<file path="src/rtl/touch_key_pkg.sv">
package touch_key_pkg;
  // Register indices; byte address is four times the index.
  localparam logic [17:0] IDX_CONTROL = 18'h0a130;
  localparam logic [17:0] IDX_ANALOG = 18'h0a131;
  localparam logic [17:0] IDX_FILTER = 18'h0a132;
  localparam logic [17:0] IDX_THRESH = 18'h0a133;
  localparam logic [17:0] IDX_PERIOD = 18'h0a140;
  localparam logic [17:0] IDX_CAPTURE = 18'h0a144;
  localparam logic [17:0] IDX_SLOW = 18'h0a148;
  localparam logic [17:0] IDX_FAST = 18'h0a14c;
  localparam int ADDR_W = 20;
  localparam int VAL_W = 24;
  // Control register bit positions.
  localparam int CTL_START = 0;
  localparam int CTL_FLAG = 1;
  localparam int CTL_IRQ_EN = 2;
  localparam int CTL_AUTO = 3;
  localparam int CTL_CLK_LO = 4;
  localparam int CTL_MODE = 6;
  localparam int CTL_ENABLE = 7;
  // Threshold top byte bit positions.
  localparam int THR_ABS = 23;
  localparam int THR_DLY_LO = 21;
  localparam logic [7:0] CONTROL_RESET = 8'h00;
  localparam logic [7:0] ANALOG_RESET = 8'h00;
  localparam logic [7:0] FILTER_RESET = 8'h00;
  localparam logic [7:0] PRBS_SEED = 8'hff;
  localparam logic [23:0] AUTO_MASK = 24'h00ffff;
  localparam int SLOW_SHIFT_BASE = 3;
  localparam int RATIO_SHIFT = 10;
  localparam logic [10:0] DELAY_64 = 11'h040;
  localparam logic [10:0] DELAY_256 = 11'h100;
  localparam logic [10:0] DELAY_512 = 11'h200;
  localparam logic [10:0] DELAY_1024 = 11'h400;

  typedef enum logic [1:0] {
    ST_IDLE = 2'b01,
    ST_RUN = 2'b10
  } sense_state_t;

  typedef struct packed {
    logic enable;
    logic mode;
    logic [1:0] clk_choice;
    logic auto_mode;
    logic irq_en;
  } ctrl_t;

  typedef struct packed {
    logic speed;
    logic random_en;
    logic multiplier;
    logic [3:0] step;
  } analog_t;
endpackage : touch_key_pkg

</file>
<file path="src/rtl/touch_key_capacitance_sensor.sv">
`timescale 1ns/1ps
module touch_key_capacitance_sensor (
  // Clock and reset.
  input wire logic pclk,
  input wire logic presetn,
  // APB slave.
  input wire logic psel,
  input wire logic penable,
  input wire logic pwrite,
  input wire logic [touch_key_pkg::ADDR_W-1:0] paddr,
  input wire logic [31:0] pwdata,
  output logic [31:0] prdata,
  output logic pready,
  output logic pslverr,
  // Analog front-end.
  input wire logic sense_osc,
  output touch_key_pkg::analog_t analog_setup,
  output logic current_double,
  output logic slow_osc_select,
  output logic analog_pin_enable,
  // Events.
  output logic touch_irq,
  output logic wake_event
);
  import touch_key_pkg::*;

  sense_state_t state_q;
  ctrl_t ctrl_q;
  analog_t analog_q;
  logic [7:0] filter_q;
  logic irq_flag_q;
  logic [23:0] thresh_q;
  logic [VAL_W-1:0] period_q;
  logic [VAL_W-1:0] timer_q;
  logic [VAL_W-1:0] counter_q;
  logic [VAL_W-1:0] capture_q;
  logic [VAL_W-1:0] slow_q;
  logic [VAL_W-1:0] fast_q;
  logic [7:0] prbs_q;
  logic [10:0] settle_q;
  logic [1:0] sense_sync_q;
  logic sense_last_q;
  logic wake_q;
  logic [31:0] prdata_q;

  logic [17:0] idx;
  logic wr_en;
  logic ctl_wr;
  logic start_cmd;
  logic abort_cmd;
  logic sense_tick;
  logic timer_tick;
  logic count_tick;
  logic expire;
  logic detect;
  logic [VAL_W-1:0] width_mask;
  logic [VAL_W-1:0] new_slow;
  logic [VAL_W-1:0] new_fast;
  logic [VAL_W-1:0] thr_val;
  logic [10:0] delay_need;

  // Byte-wide register slice of a 24-bit field.
  function automatic logic [23:0] put_byte(input logic [23:0] old, input logic [1:0] k,
                                           input logic [7:0] d);
    logic [23:0] r;
    r = old;
    r[8*k +: 8] = d;
    return r;
  endfunction : put_byte

  assign idx = paddr[ADDR_W-1:2];
  assign wr_en = psel && penable && pwrite;
  assign pready = 1'b1;
  assign pslverr = 1'b0;
  assign prdata = prdata_q;
  assign ctl_wr = wr_en && (idx == IDX_CONTROL);
  assign start_cmd = ctl_wr && pwdata[CTL_START] && pwdata[CTL_ENABLE];
  assign abort_cmd = ctl_wr && !start_cmd && (state_q == ST_RUN);
  assign analog_setup = analog_q;
  assign slow_osc_select = ctrl_q.clk_choice[1];
  assign analog_pin_enable = ctrl_q.enable;
  assign current_double = analog_q.random_en && prbs_q[0];
  assign touch_irq = irq_flag_q && ctrl_q.irq_en;
  assign wake_event = wake_q;
  assign width_mask = ctrl_q.auto_mode ? AUTO_MASK : {VAL_W{1'b1}};

  // The sensing oscillator is asynchronous; one edge is one charge cycle.
  always_ff @(posedge pclk or negedge presetn) begin
    if (!presetn) begin
      sense_sync_q <= 2'b00;
      sense_last_q <= 1'b0;
    end else begin
      sense_sync_q <= {sense_sync_q[0], sense_osc};
      sense_last_q <= sense_sync_q[1];
    end
  end
  assign sense_tick = sense_sync_q[1] && !sense_last_q;

  // The block runs on the selected internal clock, so pclk is the internal tick.
  assign timer_tick = ctrl_q.mode ? 1'b1 : sense_tick;
  assign count_tick = ctrl_q.mode ? sense_tick : 1'b1;
  // An expiry that meets a control write is dropped; the write's start or abort takes over.
  assign expire = (state_q == ST_RUN) && timer_tick && (timer_q <= 24'h000001) && !ctl_wr;

  // Moving averages with truncating shifts and 32-bit sums.
  always_comb begin
    logic [31:0] sum;
    int sh;
    sum = 32'h0;
    sh = 0;
    new_slow = slow_q;
    new_fast = fast_q;
    if (filter_q[7:4] == 4'h0) begin
      new_slow = counter_q;
    end else if (filter_q[7:4] <= 4'h4) begin
      sh = SLOW_SHIFT_BASE + int'(filter_q[7:4]);
      sum = {8'h00, counter_q} + ({8'h00, slow_q} << sh) - {8'h00, slow_q};
      new_slow = VAL_W'(sum >> sh);
    end
    if (filter_q[3:0] == 4'h0) begin
      new_fast = counter_q;
    end else if (filter_q[3:0] <= 4'h4) begin
      sh = int'(filter_q[3:0]);
      sum = {8'h00, counter_q} + ({8'h00, fast_q} << sh) - {8'h00, fast_q};
      new_fast = VAL_W'(sum >> sh);
    end
    new_slow = new_slow & width_mask;
    new_fast = new_fast & width_mask;
  end

  // Detection threshold and settle delay.
  always_comb begin
    logic [33:0] prod;
    prod = {10'h000, slow_q} * {24'h000000, thresh_q[9:0]};
    // Bit 21 also carries the delay code, so an absolute threshold grows with delay codes 01 and 11 (256 and 1024).
    if (thresh_q[THR_ABS]) begin
      thr_val = {2'b00, thresh_q[21:0]};
    end else begin
      thr_val = VAL_W'(prod >> RATIO_SHIFT);
    end
    unique case (thresh_q[THR_DLY_LO +: 2])
      2'b00: delay_need = DELAY_64;
      2'b01: delay_need = DELAY_256;
      2'b10: delay_need = DELAY_512;
      2'b11: delay_need = DELAY_1024;
    endcase
  end
  assign detect = (state_q == ST_RUN) && ctrl_q.auto_mode && (settle_q >= delay_need) &&
                  ({1'b0, fast_q} > ({1'b0, slow_q} + {1'b0, thr_val}));

  // Capture sequencer.
  // A start written in the cycle of a detection restarts the capture instead of stopping it.
  always_ff @(posedge pclk or negedge presetn) begin
    if (!presetn) begin
      state_q <= ST_IDLE;
    end else if (start_cmd) begin
      state_q <= ST_RUN;
    end else if (abort_cmd || !ctrl_q.enable) begin
      state_q <= ST_IDLE;
    end else if (detect) begin
      state_q <= ST_IDLE;
    end else if (expire && !ctrl_q.auto_mode) begin
      state_q <= ST_IDLE;
    end
  end

  // Timer and counter.
  always_ff @(posedge pclk or negedge presetn) begin
    if (!presetn) begin
      timer_q <= '0;
      counter_q <= '0;
    end else if (start_cmd || (expire && ctrl_q.auto_mode)) begin
      timer_q <= period_q & (pwdata[CTL_AUTO] || !start_cmd ? AUTO_MASK : {VAL_W{1'b1}});
      counter_q <= '0;
    end else if (state_q == ST_RUN) begin
      if (timer_tick) begin
        timer_q <= (timer_q - 24'h000001) & width_mask;
      end
      if (count_tick) begin
        counter_q <= (counter_q + 24'h000001) & width_mask;
      end
    end
  end

  // Capture value, averages and settle count.
  always_ff @(posedge pclk or negedge presetn) begin
    if (!presetn) begin
      capture_q <= '0;
      slow_q <= '0;
      fast_q <= '0;
      settle_q <= '0;
    end else begin
      if (expire) begin
        capture_q <= counter_q & width_mask;
        slow_q <= new_slow;
        fast_q <= new_fast;
        if (settle_q != DELAY_1024) begin
          settle_q <= settle_q + 11'h001;
        end
      end else if (wr_en && idx >= IDX_SLOW && idx <= IDX_SLOW + 18'h2) begin
        slow_q <= put_byte(slow_q, 2'(idx - IDX_SLOW), pwdata[7:0]);
      end else if (wr_en && idx >= IDX_FAST && idx <= IDX_FAST + 18'h2) begin
        fast_q <= put_byte(fast_q, 2'(idx - IDX_FAST), pwdata[7:0]);
      end
      if (start_cmd) begin
        settle_q <= '0;
      end
    end
  end

  // Touch flag: a detection set wins over a software clear in the same cycle.
  always_ff @(posedge pclk or negedge presetn) begin
    if (!presetn) begin
      irq_flag_q <= 1'b0;
      wake_q <= 1'b0;
    end else begin
      wake_q <= detect;
      if ((expire && !ctrl_q.auto_mode) || detect) begin
        irq_flag_q <= 1'b1;
      end else if (ctl_wr && !pwdata[CTL_FLAG]) begin
        irq_flag_q <= 1'b0;
      end
    end
  end

  // Pseudo-random current selection, advanced once per charge cycle.
  // The non-zero seed keeps the register out of its all-zero lock-up state.
  always_ff @(posedge pclk or negedge presetn) begin
    if (!presetn) begin
      prbs_q <= PRBS_SEED;
    end else if (analog_q.random_en && sense_tick) begin
      prbs_q <= {prbs_q[6:0], prbs_q[7] ^ prbs_q[5] ^ prbs_q[4] ^ prbs_q[3]};
    end
  end

  // Software configuration registers.
  always_ff @(posedge pclk or negedge presetn) begin
    if (!presetn) begin
      ctrl_q <= ctrl_t'(CONTROL_RESET[7:2]);
      analog_q <= analog_t'({ANALOG_RESET[7:6], ANALOG_RESET[4:0]});
      filter_q <= FILTER_RESET;
      thresh_q <= '0;
      period_q <= '0;
    end else if (wr_en) begin
      if (idx == IDX_CONTROL) begin
        ctrl_q <= ctrl_t'(pwdata[7:2]);
      end
      if (idx == IDX_ANALOG) begin
        analog_q <= analog_t'({pwdata[7:6], pwdata[4:0]});
      end
      if (idx == IDX_FILTER) begin
        filter_q <= pwdata[7:0];
      end
      if (idx >= IDX_THRESH && idx <= IDX_THRESH + 18'h2) begin
        thresh_q <= put_byte(thresh_q, 2'(idx - IDX_THRESH), pwdata[7:0]);
      end
      if (idx >= IDX_PERIOD && idx <= IDX_PERIOD + 18'h2) begin
        period_q <= put_byte(period_q, 2'(idx - IDX_PERIOD), pwdata[7:0]);
      end
    end
  end

  // Read data is prepared in the setup phase and held through the access phase.
  always_ff @(posedge pclk or negedge presetn) begin
    if (!presetn) begin
      prdata_q <= '0;
    end else if (psel && !penable && !pwrite) begin
      prdata_q <= '0;
      if (idx == IDX_CONTROL) begin
        prdata_q[7:0] <= {ctrl_q, irq_flag_q, state_q == ST_RUN};
      end else if (idx == IDX_ANALOG) begin
        prdata_q[7:0] <= {analog_q[6:5], 1'b0, analog_q[4:0]};
      end else if (idx == IDX_FILTER) begin
        prdata_q[7:0] <= filter_q;
      end else if (idx >= IDX_THRESH && idx <= IDX_THRESH + 18'h2) begin
        prdata_q[7:0] <= thresh_q[8*(idx - IDX_THRESH) +: 8];
      end else if (idx >= IDX_PERIOD && idx <= IDX_PERIOD + 18'h2) begin
        prdata_q[7:0] <= period_q[8*(idx - IDX_PERIOD) +: 8];
      end else if (idx >= IDX_CAPTURE && idx <= IDX_CAPTURE + 18'h2) begin
        prdata_q[7:0] <= capture_q[8*(idx - IDX_CAPTURE) +: 8];
      end else if (idx >= IDX_SLOW && idx <= IDX_SLOW + 18'h2) begin
        prdata_q[7:0] <= slow_q[8*(idx - IDX_SLOW) +: 8];
      end else if (idx >= IDX_FAST && idx <= IDX_FAST + 18'h2) begin
        prdata_q[7:0] <= fast_q[8*(idx - IDX_FAST) +: 8];
      end
    end
  end

  chk_irq_gate: assert property (@(posedge pclk) disable iff (!presetn)
    (ctl_wr && !pwdata[CTL_FLAG] && !detect) |=> !irq_flag_q && !touch_irq)
    else $error("flag not cleared");
  chk_start_loads: assert property (@(posedge pclk) disable iff (!presetn)
    start_cmd |=> (state_q == ST_RUN) && (counter_q == '0)) else $error("start bad");
  chk_abort_idle: assert property (@(posedge pclk) disable iff (!presetn)
    abort_cmd |=> state_q == ST_IDLE) else $error("abort failed");
  chk_capture_latch: assert property (@(posedge pclk) disable iff (!presetn)
    (expire && !ctrl_q.auto_mode) |=> capture_q == $past(counter_q) && irq_flag_q)
    else $error("capture not latched");
  chk_single_stop: assert property (@(posedge pclk) disable iff (!presetn)
    (expire && !ctrl_q.auto_mode && !detect) |=> state_q == ST_IDLE)
    else $error("single capture kept running");
  chk_auto_repeat: assert property (@(posedge pclk) disable iff (!presetn)
    (expire && ctrl_q.auto_mode && !detect && ctrl_q.enable) |=> state_q == ST_RUN)
    else $error("auto mode stopped");
  chk_auto_width: assert property (@(posedge pclk) disable iff (!presetn)
    (ctrl_q.auto_mode && state_q == ST_RUN && !$past(start_cmd)) |->
    counter_q[23:16] == 8'h00) else $error("auto count too wide");
  chk_prbs_live: assert property (@(posedge pclk) disable iff (!presetn)
    prbs_q != 8'h00) else $error("sequence stuck");
  chk_fast_raw: assert property (@(posedge pclk) disable iff (!presetn)
    (expire && filter_q[3:0] == 4'h0) |=> fast_q == ($past(counter_q) & $past(width_mask)))
    else $error("fast raw wrong");
  chk_mode_hold: assert property (@(posedge pclk) disable iff (!presetn)
    (state_q == ST_RUN && !ctrl_q.mode && !sense_tick && !start_cmd && !expire) |=>
    $stable(timer_q)) else $error("timer moved without sense edge");
  chk_wake_after: assert property (@(posedge pclk) disable iff (!presetn)
    (detect && !start_cmd) |=> wake_event && irq_flag_q && state_q == ST_IDLE)
    else $error("wake missing");
  chk_settle_count: assert property (@(posedge pclk) disable iff (!presetn)
    (expire && !start_cmd && settle_q != DELAY_1024) |=> settle_q == $past(settle_q) + 11'h001)
    else $error("settle count not advanced");
endmodule : touch_key_capacitance_sensor

</file>
<file path="config.mk">
export PLATFORM = sky130hd
export DESIGN_NAME = touch_key_capacitance_sensor
export DESIGN_NICKNAME = d
export VERILOG_FILES = /design/src/rtl/touch_key_pkg.sv /design/src/rtl/touch_key_capacitance_sensor.sv
export SDC_FILE = /design/constraint.sdc
export NUM_CORES = 2
export LEC_CHECK = 0
export ABC_CLOCK_PERIOD_IN_PS = 17400
export BUFFER_PORTS_ARGS = -buffer_cell sky130_fd_sc_hd__buf_4
export CAP_MARGIN = 5
export CORE_MARGIN = 10
export CORE_UTILIZATION = 60
export DETAILED_ROUTE_END_ITERATION = 6
export PLACE_DENSITY = 0.77
export SYNTH_ARGS = -nofsm -noshare
export SYNTH_HDL_FRONTEND = slang
export SYNTH_SLANG_ARGS = --single-unit
</file>
<file path="constraint.sdc">
create_clock -name pclk -period 17.4 [get_ports pclk]
set_input_delay 2.61 -clock pclk [delete_from_list [all_inputs] [get_ports pclk]]
set_output_delay 2.61 -clock pclk [all_outputs]
set_load 0.05 [all_outputs]
</file>
==> metrics.cfg <==
[cells_and_area]
area_growth_pct = 4.98
layout.nets = 4177
drive_above_1_share_pct = 7.78
n_antenna_cell = 0
fin_util_pct = 63.5

[synthesis]
synth_top_family_by_area = adder cells
synthMuxAreaShare_pct = 8.16
ys_async_sr_fraction_pct = 100
synth_compound_area_share_pct = 18.8
syn_area_per_cell_um2 = 8.01
synthAdderAreaFrac_pct = 22.9
synth_edf_count = 0
synth_cell_types = 108
synth_xor_area_share_pct = 3.94
synth-seq-cells = 223
synth_cells = 3771
ys_seq_area_share_pct = 18.5
yosys_warnings = 0
synthFlopType = dfrtp_1
syn-cell-area_um2 = 30200
synth-simple-area-share_pct = 19.9

[timing]
whs_ns = 0.343
max-slew-margin-rel_pct = 12.4
fin_skew_ns = 0.0172
hold_viol = 0
rsz0062_at_grt = false
max_clock_freq_mhz = 101
slew_viol_final = 0
post-route-worst-setup-slack_ns = 7.51
min_period_ns = 9.89
worstMarginPinSlew_ns = 1.31
tns_ns = 0
setup_viol = 0
final.period_utilization_pct = 56.9

[run_status]
status = complete, but fails checks
violations = design-rule violations

[worst_setup_path]
cp-start-kind = flip-flop
required_ns = 17.79
crit_slowest_cell = dfrtp_1
reg2reg_depth = 40
cp.arrival_ns = 10.28
critPathMaxFanout = 12
cp-end-kind = flip-flop
critPathKind = reg -> reg
critical_path.max_stage_delay_ns = 0.63
path_common_cell = o21ai_0

[power_and_ir_drop]
switching_share_pct = 41.9
p_clk_share_pct = 27.1
p_int_w = 0.00114
leakage_nw = 14.9
vdd.ir_drop.worst_mv = 0.0923
combPwrFrac_pct = 43.6
power.density_nw_per_um2 = 62.1
power_switching_w = 0.000826
power.total_w = 0.00197
power_frac_seq_pct = 29.3

[routing]
drt_pass1_iterations = 7
drc = 13
vias_per_cell = 6.39
ant_nets = 0
route.vias.total = 28059
finalWirelength_um = 100000
wl_per_cell_um = 22.8
drt_iter0_markers = 3575

[cts]
path_clk_slew_ns = 0.07
cts_root_buffer = clkbuf_16
clock_latency_ns = 0.55
post-cts-setup-buffers = 0
clockBufferDepth = 3
htree_levels = 1
cts_made_buffers = 24
ctsHoldBuffers = 0
cts_resized = 0
cts_tree = yes
cts_sinks = 223

[floorplan]
io-pin-count = 104
dieArea_um2 = 59700
rows = 82
start_util_pct = 60.5
die_h_um = 244
core_um2 = 50000
die_x_um = 244

[hold_path]
hold_path_depth = 0
hold_path_class = reg -> reg

[grt]
grt_use_total_pct = 32.9
grt_overflow = 0
grt_pass1_wl_um = 156000
grt_pass1_vias = 27283
antenna_found_initial = 1
grt_start_max_net_pins = 90

[placement]
hpwl_um = 74700
routabilityCongestion = 1.01
portBuffers = 51
post-place-ws_ns = 7.64

[run]
drv_cap = 0

## routing by layer
metal / vias to the layer above / routed length [um] / GRT usage (%)
met5: - / 13 / 0
met4: 2 / 5910 / 17.1
met3: 403 / 10700 / 5.98
met2: 1564 / 44700 / 52.1
met1: 13431 / 38700 / 42.4
li1: 12659 / - / -
## per-stage QoR
stage / instance area (um2) / std cells
2_1_floorplan: 30300 / 3795
3_5_place_dp: 30900 / 4345
5_1_grt: 31700 / 4389
4_1_cts: 31700 / 4389
6_report: 31700 / 4389
3_3_place_gp: 30900 / 4345
## sequential cells by signal, summed over array words and instances (netlist names), 2 cells and up
register and count:
capture_q 24, counter_q 24, fast_q 24, period_q 24, slow_q 24, thresh_q 24, timer_q 24, settle_q 11
filter_q 8, prbs_q 8, prdata 8, analog_setup 7, ctrl_q 4, sense_sync_q 2, state_q 2
## cell usage after synthesis, types with 47 or more instances
cell type	number	share of area, %
xnor2_1	97	2.8
nand3_1	66	1.1
ha_1	199	8.2
a21oi_1	201	3.3
dfrtp_1	214	18
nand2_1	607	7.5
clkbuf_1	146	1.8
and2_1	130	2.7
o21ai_0	280	4.6
mux2_2	47	1.8
a21o_1	51	1.3
fa_1	221	15
inv_1	349	4.3
mux2i_1	146	4.8
nor2_1	268	3.3
## critical path, delay by kind of cell (launching register included)
| family | cells | cell delay, ns |
|---|---|---|
| XOR/XNOR | 2 | 0.31 |
| flip-flops | 1 | 0.63 |
| AND/OR/NAND/NOR | 8 | 1.06 |
| adder cells (fa/ha/maj) | 9 | 3.73 |
| AO/OA/AOI/OAI | 16 | 3.45 |
| buffers and inverters | 5 | 0.54 |
## final timing paths
check | startpoint | endpoint | slack, ns
min in group asynchronous | presetn | settle_q[9] | 2.03
hold / removal | sense_sync_q[0] | sense_sync_q[1] | 0.34
setup reg to reg | slow_q[6] | irq_flag_q | 7.51
setup / recovery | slow_q[6] | irq_flag_q | 7.51
max in group asynchronous | presetn | thresh_q[5] | 13.87
hold reg to reg | sense_sync_q[0] | sense_sync_q[1] | 0.34
## power by group through the flow
stage          Clock, W  Sequential [W]  Combinational, W
6_report       0.000535        0.000577          0.000858
5_1_grt        0.000551        0.000577          0.000926
4_1_cts        0.000534        0.000574          0.000835
3_5_place_dp          0        0.000583          0.000828
3_3_place_gp          0        0.000583          0.000821
2_1_floorplan         0        0.000569          0.000590
## cell type report
cell class	count	area [um2]
multi-input combinational	2994	22400
inverter	353	1330
clock buffer	33	674
sequential	223	5590
fill	4400	18300
timing repair buffer	103	781
tap	672	841
clock inverter	11	133
## cells in the final DEF (no fill, tap or decap), types with 26 or more instances in the layout
cell | Yosys | routed
nand3_1 | 66 | 66
fa_1 | 221 | 221
a22oi_1 | 39 | 39
mux2_2 | 47 | 47
o21a_1 | 44 | 44
xnor2_1 | 97 | 97
a21oi_1 | 201 | 201
nand2b_1 | 26 | 26
buf_4 | 28 | 102
o21ai_0 | 280 | 280
nand2_1 | 607 | 607
and2_1 | 130 | 130
a31oi_1 | 30 | 30
mux2i_1 | 146 | 146
nor3_1 | 44 | 44
a21o_1 | 51 | 51
nor2b_1 | 27 | 27
inv_1 | 349 | 349
o211ai_1 | 34 | 34
dfrtp_1 | 214 | 212
nor2_1 | 268 | 268
ha_1 | 199 | 199
xor2_1 | 39 | 38
conb_1 | 2 | 26
## logic make-up after synthesis
logic type               after synthesis
AO/OA/AOI/OAI                        895
other                                  2
flip-flops                           223
buffers and inverters                578
AND/OR/NAND/NOR                     1303
XOR/XNOR                             136
adder cells (fa/ha/maj)              420
multiplexers                         214
(Power assumes the default switching activity.)
